**config.mk**
```make
export PLATFORM = sky130hd
export DESIGN_NAME = oprf_readout
export DESIGN_NICKNAME = d
export VERILOG_FILES = /design/src/logic/oprf_pkg.sv /design/src/logic/oprf_sum_if.sv /design/src/logic/oprf_checksum.sv /design/src/logic/oprf_readout.sv
export VERILOG_INCLUDE_DIRS = /design/src /design/src/logic
export SDC_FILE = /design/constraint.sdc
export NUM_CORES = 1
export LEC_CHECK = 0
export BUFFER_PORTS_ARGS = -buffer_cell sky130_fd_sc_hd__buf_4
export CELL_PAD_IN_SITES_DETAIL_PLACEMENT = 1
export CELL_PAD_IN_SITES_GLOBAL_PLACEMENT = 2
export CORE_MARGIN = 2
export CORE_UTILIZATION = 31
export CTS_CLUSTER_DIAMETER = 120
export DETAILED_ROUTE_END_ITERATION = 12
export GPL_ROUTABILITY_DRIVEN = 0
export PLACE_DENSITY = 0.92
export SETUP_SLACK_MARGIN = 0.1
export SYNTH_ARGS = -nofsm -noshare
export SYNTH_HDL_FRONTEND = slang
export SYNTH_HIERARCHICAL = 1
export SYNTH_SLANG_ARGS = --single-unit
```
**constraint.sdc**
```tcl
create_clock -name clk -period 10.67 [get_ports clk]
set_clock_uncertainty 0.05 [all_clocks]
set_input_delay 2.134 -clock clk [delete_from_list [all_inputs] [get_ports clk]]
set_output_delay 2.134 -clock clk [all_outputs]
set_load 0.005 [all_outputs]
```
**src/logic/oprf_consts.svh**
```systemverilog
`ifndef OPRF_CONSTS_SVH
`define OPRF_CONSTS_SVH

// ----------------------------------------
// Frame identifiers
// ----------------------------------------
`define OPRF_PID_REQUEST 8'h3C
`define OPRF_PID_RESPONSE 8'h7D

// ----------------------------------------
// Request fields
// ----------------------------------------
`define OPRF_APP_CMD 8'h80
`define OPRF_CMD_FLAG_BIT 7
`define OPRF_CMD_PART1 7'h04
`define OPRF_CMD_PART2 7'h05
`define OPRF_ADDR_PREFIX 2'h3
`define OPRF_PAD_BYTE 8'hFF

// ----------------------------------------
// Byte positions and counts
// ----------------------------------------
`define OPRF_IDX_APP 4'h1
`define OPRF_IDX_CMD 4'h2
`define OPRF_IDX_ADDR 4'h3
`define OPRF_DATA_BYTES 4'h8
`define OPRF_CSUM_IDX 4'h9

// ----------------------------------------
// Reset values
// ----------------------------------------
`define OPRF_BYTE_RST 8'h00
`define OPRF_IDX_RST 4'h0

`endif

```
**src/logic/oprf_pkg.sv**
```systemverilog
package oprf_pkg;

  // ----------------------------------------
  // Types
  // ----------------------------------------
  typedef enum logic [3:0] {
    OPRF_IDLE = 4'b0001,
    OPRF_RX = 4'b0010,
    OPRF_WAIT = 4'b0100,
    OPRF_TX = 4'b1000
  } oprf_state_e;

  typedef logic [7:0] oprf_byte_t;
  typedef logic [3:0] oprf_idx_t;
  typedef logic [63:0] oprf_frame_t;

endpackage : oprf_pkg

```
**src/logic/oprf_sum_if.sv**
```systemverilog
`timescale 1ns/1ns
interface oprf_sum_if;
  import oprf_pkg::*;
  logic clear;
  logic add;
  oprf_byte_t dataIn;
  oprf_byte_t sumInv;
  modport user (output clear, output add, output dataIn, input sumInv);
  modport engine (input clear, input add, input dataIn, output sumInv);
endinterface : oprf_sum_if

```
**src/logic/oprf_checksum.sv**
```systemverilog
`timescale 1ns/1ns
module oprf_checksum (
  input wire logic clk,
  input wire logic reset_n,
  oprf_sum_if.engine sumPort
);
  import oprf_pkg::*;

  // ----------------------------------------
  // Classic sum with end-around carry
  // ----------------------------------------
  oprf_byte_t acc_r;
  oprf_byte_t acc_nxt;
  logic [8:0] rawSum;

  assign rawSum = {1'b0, acc_r} + {1'b0, sumPort.dataIn};
  // A header that also opens a response seeds the sum with the first byte
  assign acc_nxt = sumPort.clear ? (sumPort.add ? sumPort.dataIn : 8'h00) :
                   sumPort.add ? oprf_byte_t'(rawSum[7:0] + {7'h00, rawSum[8]}) : acc_r;
  assign sumPort.sumInv = ~acc_r;

  always_ff @(posedge clk or negedge reset_n) begin
    if (!reset_n) begin
      acc_r <= 8'h00;
    end else begin
      acc_r <= acc_nxt;
    end
  end

endmodule : oprf_checksum

```
**src/logic/oprf_readout.sv**
```systemverilog
`timescale 1ns/1ns
`include "oprf_consts.svh"
module oprf_readout (
  input wire logic clk,
  input wire logic reset_n,
  input wire logic pidValid,
  input wire oprf_pkg::oprf_byte_t pid,
  input wire logic rxByteValid,
  input wire oprf_pkg::oprf_byte_t rxByte,
  input wire logic frameAbort,
  input wire logic txTake,
  output logic txActive,
  output oprf_pkg::oprf_byte_t txByte,
  output logic txDone,
  output logic reqError,
  input wire logic cmdValid,
  input wire logic cmdIsColorShort,
  input wire logic cmdIsIntensity,
  output logic cmdExecute,
  input wire logic [5:0] nodeAddr,
  input wire logic lowBaud,
  input wire logic diagAllOff,
  input wire logic defaultBit,
  input wire logic errOff,
  input wire logic twProg,
  input wire logic lockBit1,
  input wire logic commandLockoutBit,
  input wire logic lockBit2,
  input wire logic ledModFreq,
  input wire logic thCont,
  input wire logic [3:0] groupId,
  input wire oprf_pkg::oprf_byte_t calibCoeffRow1Col1,
  input wire oprf_pkg::oprf_byte_t calibCoeffRow1Col2,
  input wire oprf_pkg::oprf_byte_t calibCoeffRow1Col3,
  input wire oprf_pkg::oprf_byte_t calibCoeffRow2Col1,
  input wire oprf_pkg::oprf_byte_t calibCoeffRow2Col2,
  input wire oprf_pkg::oprf_byte_t calibCoeffRow2Col3,
  input wire oprf_pkg::oprf_byte_t calibCoeffRow3Col1,
  input wire oprf_pkg::oprf_byte_t calibCoeffRow3Col2,
  input wire oprf_pkg::oprf_byte_t calibCoeffRow3Col3
);
  import oprf_pkg::*;

  // ----------------------------------------
  // Helpers
  // ----------------------------------------
  function automatic oprf_byte_t byteOf(input oprf_frame_t frame, input oprf_idx_t idx);
    oprf_byte_t sel;
    sel = 8'h00;
    case (idx)
      4'h1: sel = frame[7:0];
      4'h2: sel = frame[15:8];
      4'h3: sel = frame[23:16];
      4'h4: sel = frame[31:24];
      4'h5: sel = frame[39:32];
      4'h6: sel = frame[47:40];
      4'h7: sel = frame[55:48];
      4'h8: sel = frame[63:56];
      default: sel = 8'h00;
    endcase
    return sel;
  endfunction : byteOf

  // ----------------------------------------
  // State
  // ----------------------------------------
  oprf_state_e state_r;
  oprf_state_e state_nxt;
  oprf_idx_t idx_r;
  oprf_idx_t idx_nxt;
  logic part2_r;
  logic part2_nxt;
  logic cmdOk_r;
  logic cmdOk_nxt;
  logic cmdPart2_r;
  logic cmdPart2_nxt;
  oprf_byte_t txByte_r;
  oprf_byte_t txByte_nxt;
  logic txDone_r;
  logic txDone_nxt;
  logic reqError_r;
  logic reqError_nxt;

  oprf_sum_if sumBus ();

  oprf_checksum uChecksum (
    .clk(clk),
    .reset_n(reset_n),
    .sumPort(sumBus)
  );

  // ----------------------------------------
  // Response images
  // ----------------------------------------
  wire oprf_byte_t addrByte = {`OPRF_ADDR_PREFIX, nodeAddr};
  wire oprf_frame_t part1Data = {
    calibCoeffRow1Col3,
    calibCoeffRow1Col2,
    calibCoeffRow1Col1,
    {lockBit1, commandLockoutBit, nodeAddr},
    {defaultBit, errOff, twProg, 5'h1F},
    8'hFF,
    {6'h3F, lowBaud, diagAllOff},
    addrByte
  };
  wire oprf_frame_t part2Data = {
    {lockBit2, ledModFreq, 1'b1, thCont, groupId},
    calibCoeffRow3Col3,
    calibCoeffRow3Col2,
    calibCoeffRow3Col1,
    calibCoeffRow2Col3,
    calibCoeffRow2Col2,
    calibCoeffRow2Col1,
    addrByte
  };
  wire oprf_frame_t respData = part2_r ? part2Data : part1Data;

  // ----------------------------------------
  // Request decoding
  // ----------------------------------------
  wire logic lockout = commandLockoutBit;
  wire logic pidReq = pidValid && (pid == `OPRF_PID_REQUEST) && !lockout;
  wire logic pidResp = pidValid && (pid == `OPRF_PID_RESPONSE);
  wire logic rxData = (state_r == OPRF_RX) && rxByteValid && (idx_r < `OPRF_CSUM_IDX);
  wire logic rxCsum = (state_r == OPRF_RX) && rxByteValid && (idx_r == `OPRF_CSUM_IDX);
  wire logic csumGood = (rxByte == sumBus.sumInv);
  wire logic isApp = (idx_r == `OPRF_IDX_APP) && (rxByte == `OPRF_APP_CMD);
  wire logic isCmd1 = (rxByte == {1'b1, `OPRF_CMD_PART1});
  wire logic isCmd2 = (rxByte == {1'b1, `OPRF_CMD_PART2});
  wire logic isAddr = (rxByte == addrByte);
  wire logic isPad = (rxByte == `OPRF_PAD_BYTE);
  wire logic fieldOk = (idx_r == `OPRF_IDX_APP) ? isApp :
                       (idx_r == `OPRF_IDX_CMD) ? (isCmd1 || isCmd2) :
                       (idx_r == `OPRF_IDX_ADDR) ? isAddr : isPad;
  wire logic txLoad = (state_r == OPRF_TX) && txTake && (idx_r < `OPRF_DATA_BYTES);
  wire logic txCsum = (state_r == OPRF_TX) && txTake && (idx_r == `OPRF_DATA_BYTES);
  wire logic txEnd = (state_r == OPRF_TX) && txTake && (idx_r == `OPRF_CSUM_IDX);
  wire logic respStart = (state_r == OPRF_WAIT) && pidResp && !frameAbort;
  wire oprf_idx_t idxInc = oprf_idx_t'(idx_r + 4'h1);

  // ----------------------------------------
  // Checksum feed
  // ----------------------------------------
  assign sumBus.clear = pidValid;
  assign sumBus.add = rxData || respStart || txLoad;
  assign sumBus.dataIn = (state_r == OPRF_RX) ? rxByte : txByte_nxt;

  // ----------------------------------------
  // Other commands under lockout
  // ----------------------------------------
  assign cmdExecute = cmdValid && (!lockout || cmdIsColorShort || cmdIsIntensity);

  // ----------------------------------------
  // Next-state logic
  // ----------------------------------------
  always_comb begin
    state_nxt = state_r;
    idx_nxt = idx_r;
    part2_nxt = part2_r;
    cmdOk_nxt = cmdOk_r;
    cmdPart2_nxt = cmdPart2_r;
    txByte_nxt = txByte_r;
    txDone_nxt = 1'b0;
    reqError_nxt = 1'b0;
    case (state_r)
      OPRF_IDLE: begin
        if (pidReq && !frameAbort) begin
          state_nxt = OPRF_RX;
          idx_nxt = 4'h1;
          cmdOk_nxt = 1'b1;
          cmdPart2_nxt = 1'b0;
        end
      end
      OPRF_RX: begin
        if (frameAbort) begin
          state_nxt = OPRF_IDLE;
        end else if (rxData) begin
          idx_nxt = idxInc;
          cmdOk_nxt = cmdOk_r && fieldOk;
          if (idx_r == `OPRF_IDX_CMD) begin
            cmdPart2_nxt = isCmd2;
          end
        end else if (rxCsum) begin
          if (!csumGood) begin
            reqError_nxt = 1'b1;
            state_nxt = OPRF_IDLE;
          end else if (cmdOk_r) begin
            state_nxt = OPRF_WAIT;
            part2_nxt = cmdPart2_r;
          end else begin
            state_nxt = OPRF_IDLE;
          end
        end
      end
      OPRF_WAIT: begin
        if (frameAbort) begin
          state_nxt = OPRF_IDLE;
        end else if (respStart) begin
          state_nxt = OPRF_TX;
          idx_nxt = 4'h1;
          txByte_nxt = byteOf(respData, 4'h1);
        end else if (pidValid) begin
          state_nxt = OPRF_IDLE;
        end
      end
      OPRF_TX: begin
        if (frameAbort) begin
          state_nxt = OPRF_IDLE;
        end else if (txLoad) begin
          idx_nxt = idxInc;
          txByte_nxt = byteOf(respData, idxInc);
        end else if (txCsum) begin
          idx_nxt = idxInc;
          txByte_nxt = sumBus.sumInv;
        end else if (txEnd) begin
          state_nxt = OPRF_IDLE;
          txDone_nxt = 1'b1;
        end
      end
      default: begin
        state_nxt = OPRF_IDLE;
      end
    endcase
  end

  // ----------------------------------------
  // Registers
  // ----------------------------------------
  always_ff @(posedge clk or negedge reset_n) begin
    if (!reset_n) begin
      state_r <= OPRF_IDLE;
      idx_r <= `OPRF_IDX_RST;
      part2_r <= 1'b0;
      cmdOk_r <= 1'b0;
      cmdPart2_r <= 1'b0;
    end else begin
      state_r <= state_nxt;
      idx_r <= idx_nxt;
      part2_r <= part2_nxt;
      cmdOk_r <= cmdOk_nxt;
      cmdPart2_r <= cmdPart2_nxt;
    end
  end

  always_ff @(posedge clk or negedge reset_n) begin
    if (!reset_n) begin
      txByte_r <= `OPRF_BYTE_RST;
      txDone_r <= 1'b0;
      reqError_r <= 1'b0;
    end else begin
      txByte_r <= txByte_nxt;
      txDone_r <= txDone_nxt;
      reqError_r <= reqError_nxt;
    end
  end

  // ----------------------------------------
  // Outputs
  // ----------------------------------------
  assign txActive = (state_r == OPRF_TX);
  assign txByte = txByte_r;
  assign txDone = txDone_r;
  assign reqError = reqError_r;

endmodule : oprf_readout

```
=== After elaboration in Yosys (flattened, before gate mapping) ===
Cells that the tools add are included.

* Register bits after elaboration: 29
* Output and inout bits: 12

* Add/subtract/negate cells: 3
* $lt $le $gt $ge: 2
* Equal/unequal tests: 39
* Mux-type cells: 57
* Bitwise gates (word level): 3
* Reductions and logical operators: 31

{| class="wikitable"
|+ Operators with widths
! kind !! count
|-
| $mux 4 || 19
|-
| $mux 8 || 9
|-
| $mux 64 || 1
|-
| $pmux 8 s8 || 1
|-
| $eq 8x8->1 const B || 4
|-
| $pmux 4 s4 || 2
|-
| $eq 4x2->1 const B || 5
|-
| $eq 4x3->1 const B || 5
|-
| $mux 1 || 20
|-
| $eq 4x4->1 const B || 4
|-
| $eq 8x8->1 || 2
|-
| $logic_and 1x1->1 || 16
|-
| $pmux 8 s2 || 1
|-
| $eq 4x1->1 const B || 3
|-
| $ne 2x2->1 const B || 6
|-
| $ne 3x3->1 const B || 4
|-
| $add 8x8->9 || 1
|-
| $add 8x1->8 || 1
|-
| $eq 8x6->1 const B || 1
|-
| $eq 8x7->1 const B || 1
|-
| $lt 4x4->1 const B || 2
|-
| $not 8->8 || 1
|-
| $reduce_and 8->1 || 1
|-
| $reduce_and 7->1 || 1
|-
| 15 further kinds || 24
|}

=== Depth between registers and ports, before layout ===
Gate-level depths: netlist of run 1.

* Depth after elaboration: 12
* Gate-level depth with buffers: 24
* Gate-level depth less buffers: 22

=== Hierarchy ===
The synthesis of run 1 kept the hierarchy.

{| class="wikitable"
|+ Modules (own cells, without submodules)
! module !! instances !! cells an instance !! area an instance (sq um) !! seq. area each (sq um)
|-
| oprf_readout || 1 || 427 || 3158.0 || 526.8
|-
| oprf_checksum || 1 || 104 || 860.8 || 200.2
|}

=== Least setup slack after synthesis of run 1 ===
OpenSTA, ideal clock, no wires.

* Kind: input -> register
* Start point: input frameAbort
* End point: register uChecksum.acc_r[3]
* Library setup time: 0.121 ns
* Arrival time: 5.999 ns
* Required time: 10.499 ns
* Setup slack: 4.500 ns
* Cell stages on the path: 20
* Buffers on the path: 2
* Cell sequence: clkbuf_1 -> or4_1 -> buf_2 -> nand2_1 -> nand2_1 -> a222oi_1 -> a31oi_1 -> ha_1 -> fa_1 -> a211oi_1 -> o21bai_1 -> a21oi_1 -> nor2b_1 -> o21ai_0 -> nand2b_1 -> ha_1 -> and3_1 -> xnor2_1 -> mux2_2 -> a22o_1

* Longest elaborated chain between the ends: 10
* Elaborated cells between the ends (all ways): 15
* Classes of those cells: add/sub (2); mux (8); reduce/logical (5)

{| class="wikitable"
|+ RTL lines
! element !! RTL line !! RTL
|-
| from (decl) || oprf_readout.sv:10 || <nowiki>input wire logic frameAbort,</nowiki>
|-
| $logic_not 1->1 || oprf_readout.sv:138 || <nowiki>wire logic respStart = (state_r == OPRF_WAIT) && pidResp && !frameAbort;</nowiki>
|-
| $logic_and 1x1->1 || oprf_readout.sv:138 ||
|-
| $mux 8 || oprf_readout.sv:198 || <nowiki>end else if (respStart) begin</nowiki>
|-
| $mux 8 || oprf_readout.sv:196 || <nowiki>if (frameAbort) begin</nowiki>
|-
| $pmux 8 s2 * || oprf_readout.sv:165 || <nowiki>case (state_r)</nowiki>
|-
| $mux 8 * || oprf_readout.sv:146 || <nowiki>assign sumBus.dataIn = (state_r == OPRF_RX) ? rxByte : txByte_nxt;</nowiki>
|-
| via sumBus.dataIn[0] || oprf_sum_if.sv:6 || <nowiki>oprf_byte_t dataIn;</nowiki>
|-
| $add 8x8->9 * || oprf_checksum.sv:16 || <nowiki>assign rawSum = {1'b0, acc_r} + {1'b0, sumPort.dataIn};</nowiki>
|-
| $add 8x1->8 * || oprf_checksum.sv:19 || <nowiki>sumPort.add ? oprf_byte_t'(rawSum[7:0] + {7'h00, rawSum[8]}) : acc_r;</nowiki>
|-
| $mux 8 * || oprf_checksum.sv:19 ||
|-
| $mux 8 * || oprf_checksum.sv:18 || <nowiki>assign acc_nxt = sumPort.clear ? (sumPort.add ? sumPort.dataIn : 8'h00) :</nowiki>
|-
| to (signal assigned) || oprf_checksum.sv:26 || <nowiki>acc_r <= acc_nxt;</nowiki>
|-
| to (decl) || oprf_checksum.sv:12 || <nowiki>oprf_byte_t acc_r;</nowiki>
|}

Mark *: on every way through the listed nets, which the timed path passes. The rest lies on a longest branch. The select of a mux whose other input is x is not followed.
A chain may end at the register's enable or synchronous reset.

=== Worst setup path after layout of run 1 ===
* Start point: input frameAbort
* End point: register uChecksum.acc_r[3]

* Longest elaborated chain between the ends: 10
* Elaborated cells between the ends (all ways): 15
* Classes of those cells: add/sub (2); mux (8); reduce/logical (5)

{| class="wikitable"
|+ RTL lines
! element !! RTL line !! RTL
|-
| $logic_not 1->1 || oprf_readout.sv:138 ||
|-
| $logic_and 1x1->1 || oprf_readout.sv:138 ||
|-
| $mux 8 || oprf_readout.sv:198 ||
|-
| $mux 8 || oprf_readout.sv:196 ||
|-
| $pmux 8 s2 * || oprf_readout.sv:165 ||
|-
| via txByte_nxt[1] || oprf_readout.sv:78 || <nowiki>oprf_byte_t txByte_nxt;</nowiki>
|-
| $mux 8 * || oprf_readout.sv:146 ||
|-
| via sumBus.dataIn[1] || oprf_sum_if.sv:6 ||
|-
| $add 8x8->9 * || oprf_checksum.sv:16 ||
|-
| $add 8x1->8 * || oprf_checksum.sv:19 ||
|-
| $mux 8 * || oprf_checksum.sv:19 ||
|-
| $mux 8 * || oprf_checksum.sv:18 ||
|}

Marks and branches as above.

==> metrics.csv, run 1 <==
metric,value,unit
port_buffers,128,
drt-initial-drc-count,277,
wl,17150,µm
grt_pass1_wl,27360,µm
synth_top_cell_area_share,17.43,%
slowest_delay,720,ps
async_flop_share,100.0,%
synth_top_area_cell,dfrtp_1,
yosysWarnings,6,
synth_top_family_by_area,compound AO/OA/AOI/OAI gates,
yosysSeqAreaShare,18.09,%
yosys.cell_types.count,84,
vdd_ir_drop_max,66.96,µV
clk_pin_slew,50,ps
setup_ws,4211,ps
diodes,0,
p_leak,2.179,nW
max-slew-margin-rel,31.24,%
synth_common_cells,"65 x nand2_1, 43 x a21oi_1, 31 x nor2_1, 28 x dfrtp_1, 23 x o21ai_0",
slowest_stage,nor4_4,
avgSynthCellArea,7.568,µm²
grt_max_degree,41,
firstDrtPassIters,5,
htreeDepth,2,
maxCapViolCount,0,
pwr-share-clk,18.7,%
hold_path.class,flop to flop,
synth_fa_ha_area_share,5.791,%
synth.most_common_cell,nand2_1,
ys.flop_type,dfrtp_1,
finalHoldViolCount,0,
core,12620,µm²
synth-xor-area-share,3.923,%
setup_viol,0,
ant_nets,0,
post-cts-setup-buffers,0,
slew_viol_final,0,
synthCells,531,
cp-end-kind,flop,
avgRoutedWirePerCell,21.13,µm
path_max_fanout,11,
rows,41,
critical_path_class,primary input to flop,
worst_pin_slew,1031,ps
cts_root_buf,clkbuf_16,
fin_nets,774,
p_per_area,146.0,nW/µm²
p_comb_share,62.4,%
synth_area_leaders,"dfrtp_1 17%, nand2_1 6.1%, a21oi_1 5.4%, ha_1 5.3%, mux2_2 3.6%",
start_kind,primary input,
dp_hpwl,13480,µm
grt_pass1_vias,5093,
synth.mux.area_fraction,4.172,%
syn_to_final_growth,30.45,%
synth_edf_count,0,
fill_cells,1592,
initial_core_util,31.85,%
synth_area,4019,µm²
pre_cts_slack,3954,ps
synth_compound_area_share,35.93,%
cts.sinks,29,
timing.fmax,154.8,MHz
antenna_found_initial,0,
min_period,6459,ps
utilization,41.54,%
cts-resized-gates,0,
worstPathRequired,10790,ps
fin_tns_setup,0,ps
clk_path_buf_depth,2,
p_sw,0.3685,mW
cts-buffers-inserted,5,
clock_latency,280,ps
final_cells,812,
overflow,0,
power,0.7652,mW
die_x,117.9,µm
worstPathCellList,buf_4 -> nand4bb_1 -> nor4_4 -> nor2_2 -> o21ai_0 -> o211ai_1 -> a2bb2oi_2 -> mux2_2 -> fa_1 -> a211oi_1 -> o21bai_1 -> a21oi_1 -> nor2b_1 -> o21ai_0 -> nand2b_1 -> ha_1 -> and3_1 -> xnor2_1 -> mux2_2 -> a22o_1,
internal_power,0.3966,mW
status,"finished, final reports clean",
finalCritPeriodShare,60.54,%
num_vias,4895,
arrival,6580,ps
post-route-drc-count,0,
track_usage,24.15,%
die-area,13890,µm²
seqPwrFrac,18.9,%
io-pin-count,129,
synth_nets,666,
swShare,48.17,%
viasPerCell,6.028,
grt_setup_unrepaired,no,
die_y,117.9,µm
dp_cells,804,
layout-drive-gt1-share,28.13,%
ctsHoldBuffers,0,
tritoncts,built,
synthSimpleGateAreaFrac,26.87,%
synth_seq_cells,29,
## per-stage QoR
step / instance area [µm²] / hold WS [ps]
2_1_floorplan: 4019 / 392.4
3_3_place_gp: 5096 / 428.6
3_5_place_dp: 5096 / 439.4
4_1_cts: 5243 / 450.6
5_1_grt: 5243 / 471.7
6_report: 5243 / 450.6
## final timing paths
| kind | start | to | slack (ps) | depth (start not counted) |
|---|---|---|---|---|
| hold reg to reg | part2_r | part2_r | 450 | 1 |
| min in group asynchronous | reset_n | state_r[3] | 1730 | 1 |
| setup / recovery | frameAbort | uChecksum/acc_r[3] | 4210 | 20 |
| hold / removal | part2_r | part2_r | 450 | 1 |
| setup reg to reg | idx_r[0] | uChecksum/acc_r[6] | 4790 | 20 |
| max in group asynchronous | reset_n | state_r[0] | 8520 | 1 |
## sequential cells by signal, summed over array words and instances, names as in the netlist
signal and count:
txDone 1, reqError 1, state_r 4, idx_r 4, uChecksum/acc_r 8, txByte 8, part2_r 1, cmdPart2_r 1
cmdOk_r 1
## routing by layer
metal  wire [µm]  track usage, %  vias up
met5           0               0        -
met4         390           8.584        0
met3         898           3.924       28
met2        8504           42.22      183
met1        7360           29.88     2409
li1            -               -     2275
## layout by cell type, fill, tap and decap left out, types with 9 or more instances in the layout
master / synthesis / layout
nand3_1: 20 / 20
ha_1: 17 / 17
nor3_1: 11 / 11
nand2_1: 65 / 65
a22o_1: 15 / 15
o21ai_1: 10 / 10
buf_4: 4 / 133
a21oi_1: 43 / 43
o21ai_0: 23 / 23
mux2_2: 13 / 13
nor2_1: 31 / 31
xnor2_1: 12 / 12
a22oi_1: 10 / 10
and3_1: 13 / 13
inv_1: 15 / 15
nand2b_1: 9 / 9
a221oi_1: 9 / 9
dfrtp_1: 28 / 28
## cell families after synthesis
logic type,count (synthesis)
adder cells (fa/ha/maj),18
AO/OA/AOI/OAI,201
flip-flops,29
multiplexers,15
XOR/XNOR,18
AND/OR/NAND/NOR,202
buffers and inverters,48
## final cells by class
type / instances / area [µm²] / share of cell area [%]
multi-input combinational: 454 / 3095 / 59.05
sequential: 29 / 726.9 / 13.87
clock buffer: 8 / 146.4 / 2.792
timing repair buffer: 133 / 998.5 / 19.05
inverter: 16 / 60.06 / 1.146
tap: 172 / 215.2 / 4.105
## worst max-delay path, delay by kind of cell
kind                     cells  cell delay [ps]
AND/OR/NAND/NOR              6             1490
multiplexers                 2              570
AO/OA/AOI/OAI                8             1400
adder cells (fa/ha/maj)      2              730
XOR/XNOR                     1              120
buffers and inverters        1              140
## power groups by stage
stage                     clock network [mW]  logic (mW)  registers [mW]
after floorplan                            0       0.335           0.132
after global placement                     0       0.462           0.144
after detailed placement                   0       0.474           0.146
after CTS                              0.144       0.476           0.144
after global routing                   0.150       0.526           0.148
final                                  0.143       0.477           0.145
Power figures use the tool's default switching activity.
==> run 2, diff against run 1 <==
--- a/config.mk
+++ b/config.mk
@@ -6,15 +6,16 @@
 export SDC_FILE = /design/constraint.sdc
 export NUM_CORES = 1
 export LEC_CHECK = 0
+export ABC_AREA = 1
 export BUFFER_PORTS_ARGS = -buffer_cell sky130_fd_sc_hd__buf_4
 export CELL_PAD_IN_SITES_DETAIL_PLACEMENT = 1
 export CELL_PAD_IN_SITES_GLOBAL_PLACEMENT = 2
 export CORE_MARGIN = 2
-export CORE_UTILIZATION = 31
+export CORE_UTILIZATION = 24
 export CTS_CLUSTER_DIAMETER = 120
 export DETAILED_ROUTE_END_ITERATION = 12
 export GPL_ROUTABILITY_DRIVEN = 0
-export PLACE_DENSITY = 0.92
+export PLACE_DENSITY = 0.84
 export SETUP_SLACK_MARGIN = 0.1
 export SYNTH_ARGS = -nofsm -noshare
 export SYNTH_HDL_FRONTEND = slang
==> constraint.sdc (replaced) <==
create_clock -name clk -period 5.6 [get_ports clk]
set_clock_uncertainty 0.05 [all_clocks]
set_input_delay 1.12 -clock clk [delete_from_list [all_inputs] [get_ports clk]]
set_output_delay 1.12 -clock clk [all_outputs]
set_load 0.005 [all_outputs]
==> run 2 against run 1 <==
  * Register-to-register slack worse by 4000 ps
  * Total power rose by 81%
  * Setup slack worse by 3400 ps
  * First-iteration DRC count fell by 14%
  * Worst hold slack worse by 11 ps
  * Count of clock-buffer cells in the layout down 2
  * Core utilization fell by 9.6 points
  * Clock power increased by 130%
  * Cell count up 30%
==> metrics.csv, run 2 <==
metric,value,unit
status,"finished, final reports clean",
grt_setup_unrepaired,no,
track_usage,17.85,%
synth_seq_cells,29,
max-slew-margin-rel,44.48,%
cts_root_buf,clkbuf_16,
htreeDepth,2,
final_common_cell,nand2_1,
fin_tns_setup,0,ps
io-pin-count,129,
worstReg2RegEnd,uChecksum/acc_r[6],
cts.sinks,29,
cts-buffers-inserted,5,
p_per_area,253.4,nW/µm²
num_vias,4976,
syn_to_final_growth,31.39,%
synth_area,4165,µm²
p_leak,2.817,nW
wl,16500,µm
avgSynthCellArea,5.777,µm²
path_max_fanout,27,
layout-drive-gt1-share,25.09,%
r2r_setup_slack,770,ps
crit_cells,28,
synth.most_common_cell,nand2_1,
start_kind,flop,
tritoncts,built,
ant_nets,0,
core,17120,µm²
finalCritPeriodShare,86.25,%
synth_compound_area_share,8.261,%
synth_area_leaders,"nand2_1 24%, dfrtp_1 17%, nand4_1 7.7%, nand3_1 6.8%, nor2_1 6.3%",
yosys.cell_types.count,48,
cp-end-kind,flop,
clk_pin_slew,60,ps
synth_edf_count,0,
cts-resized-gates,0,
drt-initial-drc-count,239,
synth_top_cell_area_share,24.06,%
antenna_found_initial,0,
hold_path.class,flop to flop,
maxCapViolCount,0,
startpoint,idx_r[0],
rows,48,
die-area,18430,µm²
yosysWarnings,6,
synth_top_area_cell,nand2_1,
worst_pin_slew,831.6,ps
synthSimpleGateAreaFrac,56.47,%
ctsHoldBuffers,0,
synth_nets,856,
utilization,31.97,%
final_cell_mix,"267 x nand2_1, 130 x buf_4, 70 x nor2_1, 57 x inv_1, 57 x nand3_1",
synth_common_cells,"267 x nand2_1, 70 x nor2_1, 57 x inv_1, 57 x nand3_1, 51 x nand4_1",
port_buffers,128,
synth.mux.area_fraction,0,%
synth_top_family_by_area,simple AND/OR/NAND/NOR gates,
multi_input_area,3052,µm²
overflow,0,
dp_hpwl,13220,µm
async_flop_share,100.0,%
clock_latency,290,ps
fill_cells,2234,
min_period,4830,ps
grt_pass1_wl,26330,µm
initial_core_util,24.33,%
diodes,0,
slew_viol_final,0,
synth_fa_ha_area_share,5.587,%
synth-xor-area-share,2.944,%
avgRoutedWirePerCell,15.59,µm
holdWs,439.5,ps
die_x,135.7,µm
yosysSeqAreaShare,17.45,%
grt_pass1_vias,5070,
slowest_delay,490,ps
fin_nets,967,
critical_path_class,flop to flop,
grt_max_degree,55,
viasPerCell,4.703,
crit_top_cell,nand2_1,
slowest_stage,dfrtp_1,
path_delay_family,simple AND/OR/NAND/NOR gates,
post-cts-setup-buffers,0,
setup_viol,0,
power,1.387,mW
vdd_ir_drop_max,114.2,µV
timing.fmax,207.0,MHz
ys.flop_type,dfrtp_1,
cp-endpoint,uChecksum/acc_r[6],
seq_area,726.9,µm²
finalHoldViolCount,0,
clk_path_buf_depth,2,
arrival,4950,ps
post-route-drc-count,0,
crit_buf_inv,2,
reg2reg_from,idx_r[0],
synthCells,721,
reg2reg_depth,28,
worstPathRequired,5720,ps
die_y,135.7,µm
firstDrtPassIters,4,
## run 2: cell count changes after synthesis, moves of 15 or more
cell	change
nand3_1	+37
a21oi_1	-35
nor2_1	+39
a22o_1	-15
nand2_1	+202
nand4_1	+45
inv_1	+42
nand2_2	+15
## run 2: cell families (layout without fill, tap and decap cells)
logic type / Yosys count / count (layout)
simple gates: 511 / 511
buf+inv: 95 / 207
compound gates: 54 / 54
flops: 29 / 29
fa+ha+maj: 18 / 18
xor+xnor: 14 / 14
## run 2: final cells by class
type / instances / area share [%]
sequential: 29 / 13.28
timing repair buffer: 130 / 17.83
clock buffer: 6 / 2.538
tap: 225 / 5.144
clock inverter: 2 / 0.6859
inverter: 69 / 4.755
multi-input combinational: 597 / 55.76
## run 2: worst reg2reg max path, delay by kind of cell, from the launching register on
kind	cells	cell delay [ps]
AO/OA/AOI/OAI	4	510
adder cells (fa/ha/maj)	3	940
buffers and inverters	2	540
flip-flops	1	490
AND/OR/NAND/NOR	19	2170
## run 2: worst min-delay path by stage
| stage | endpoint | cells past startpoint | startpoint | slack, ps |
|---|---|---|---|---|
| floorplan | cmdOk_r | 2 | cmdOk_r | 390 |
| global placement | cmdOk_r | 2 | cmdOk_r | 420 |
| detailed placement | cmdOk_r | 2 | cmdOk_r | 430 |
| CTS | cmdOk_r | 2 | cmdOk_r | 440 |
| global route | cmdOk_r | 2 | cmdOk_r | 490 |
| finish | cmdOk_r | 2 | cmdOk_r | 440 |
## run 2: stage by stage
step,std cells,instance area [µm²],setup WS [ps]
5_1_grt,1058,5473,277.6
4_1_cts,1058,5473,823.8
3_3_place_gp,1050,5296,986.3
2_1_floorplan,721,4165,1567
6_report,1058,5473,770.1
3_5_place_dp,1050,5296,841.8
## run 2: routing by layer
metal	global-route usage [%]	part of all wire (%)	routed length, µm
met1	23.68	47	7783
met2	30.64	47	7757
met3	2.170	4.3	716
met4	4.630	1.4	238
met5	0	0	0
## run 2: power breakdown
| part | internal [mW] | total, mW | switching (mW) |
|---|---|---|---|
| sequential | 0.241 | 0.276 | 0.0350 |
| clock | 0.222 | 0.326 | 0.104 |
| combinational | 0.278 | 0.784 | 0.506 |
| total | 0.741 | 1.39 | 0.645 |
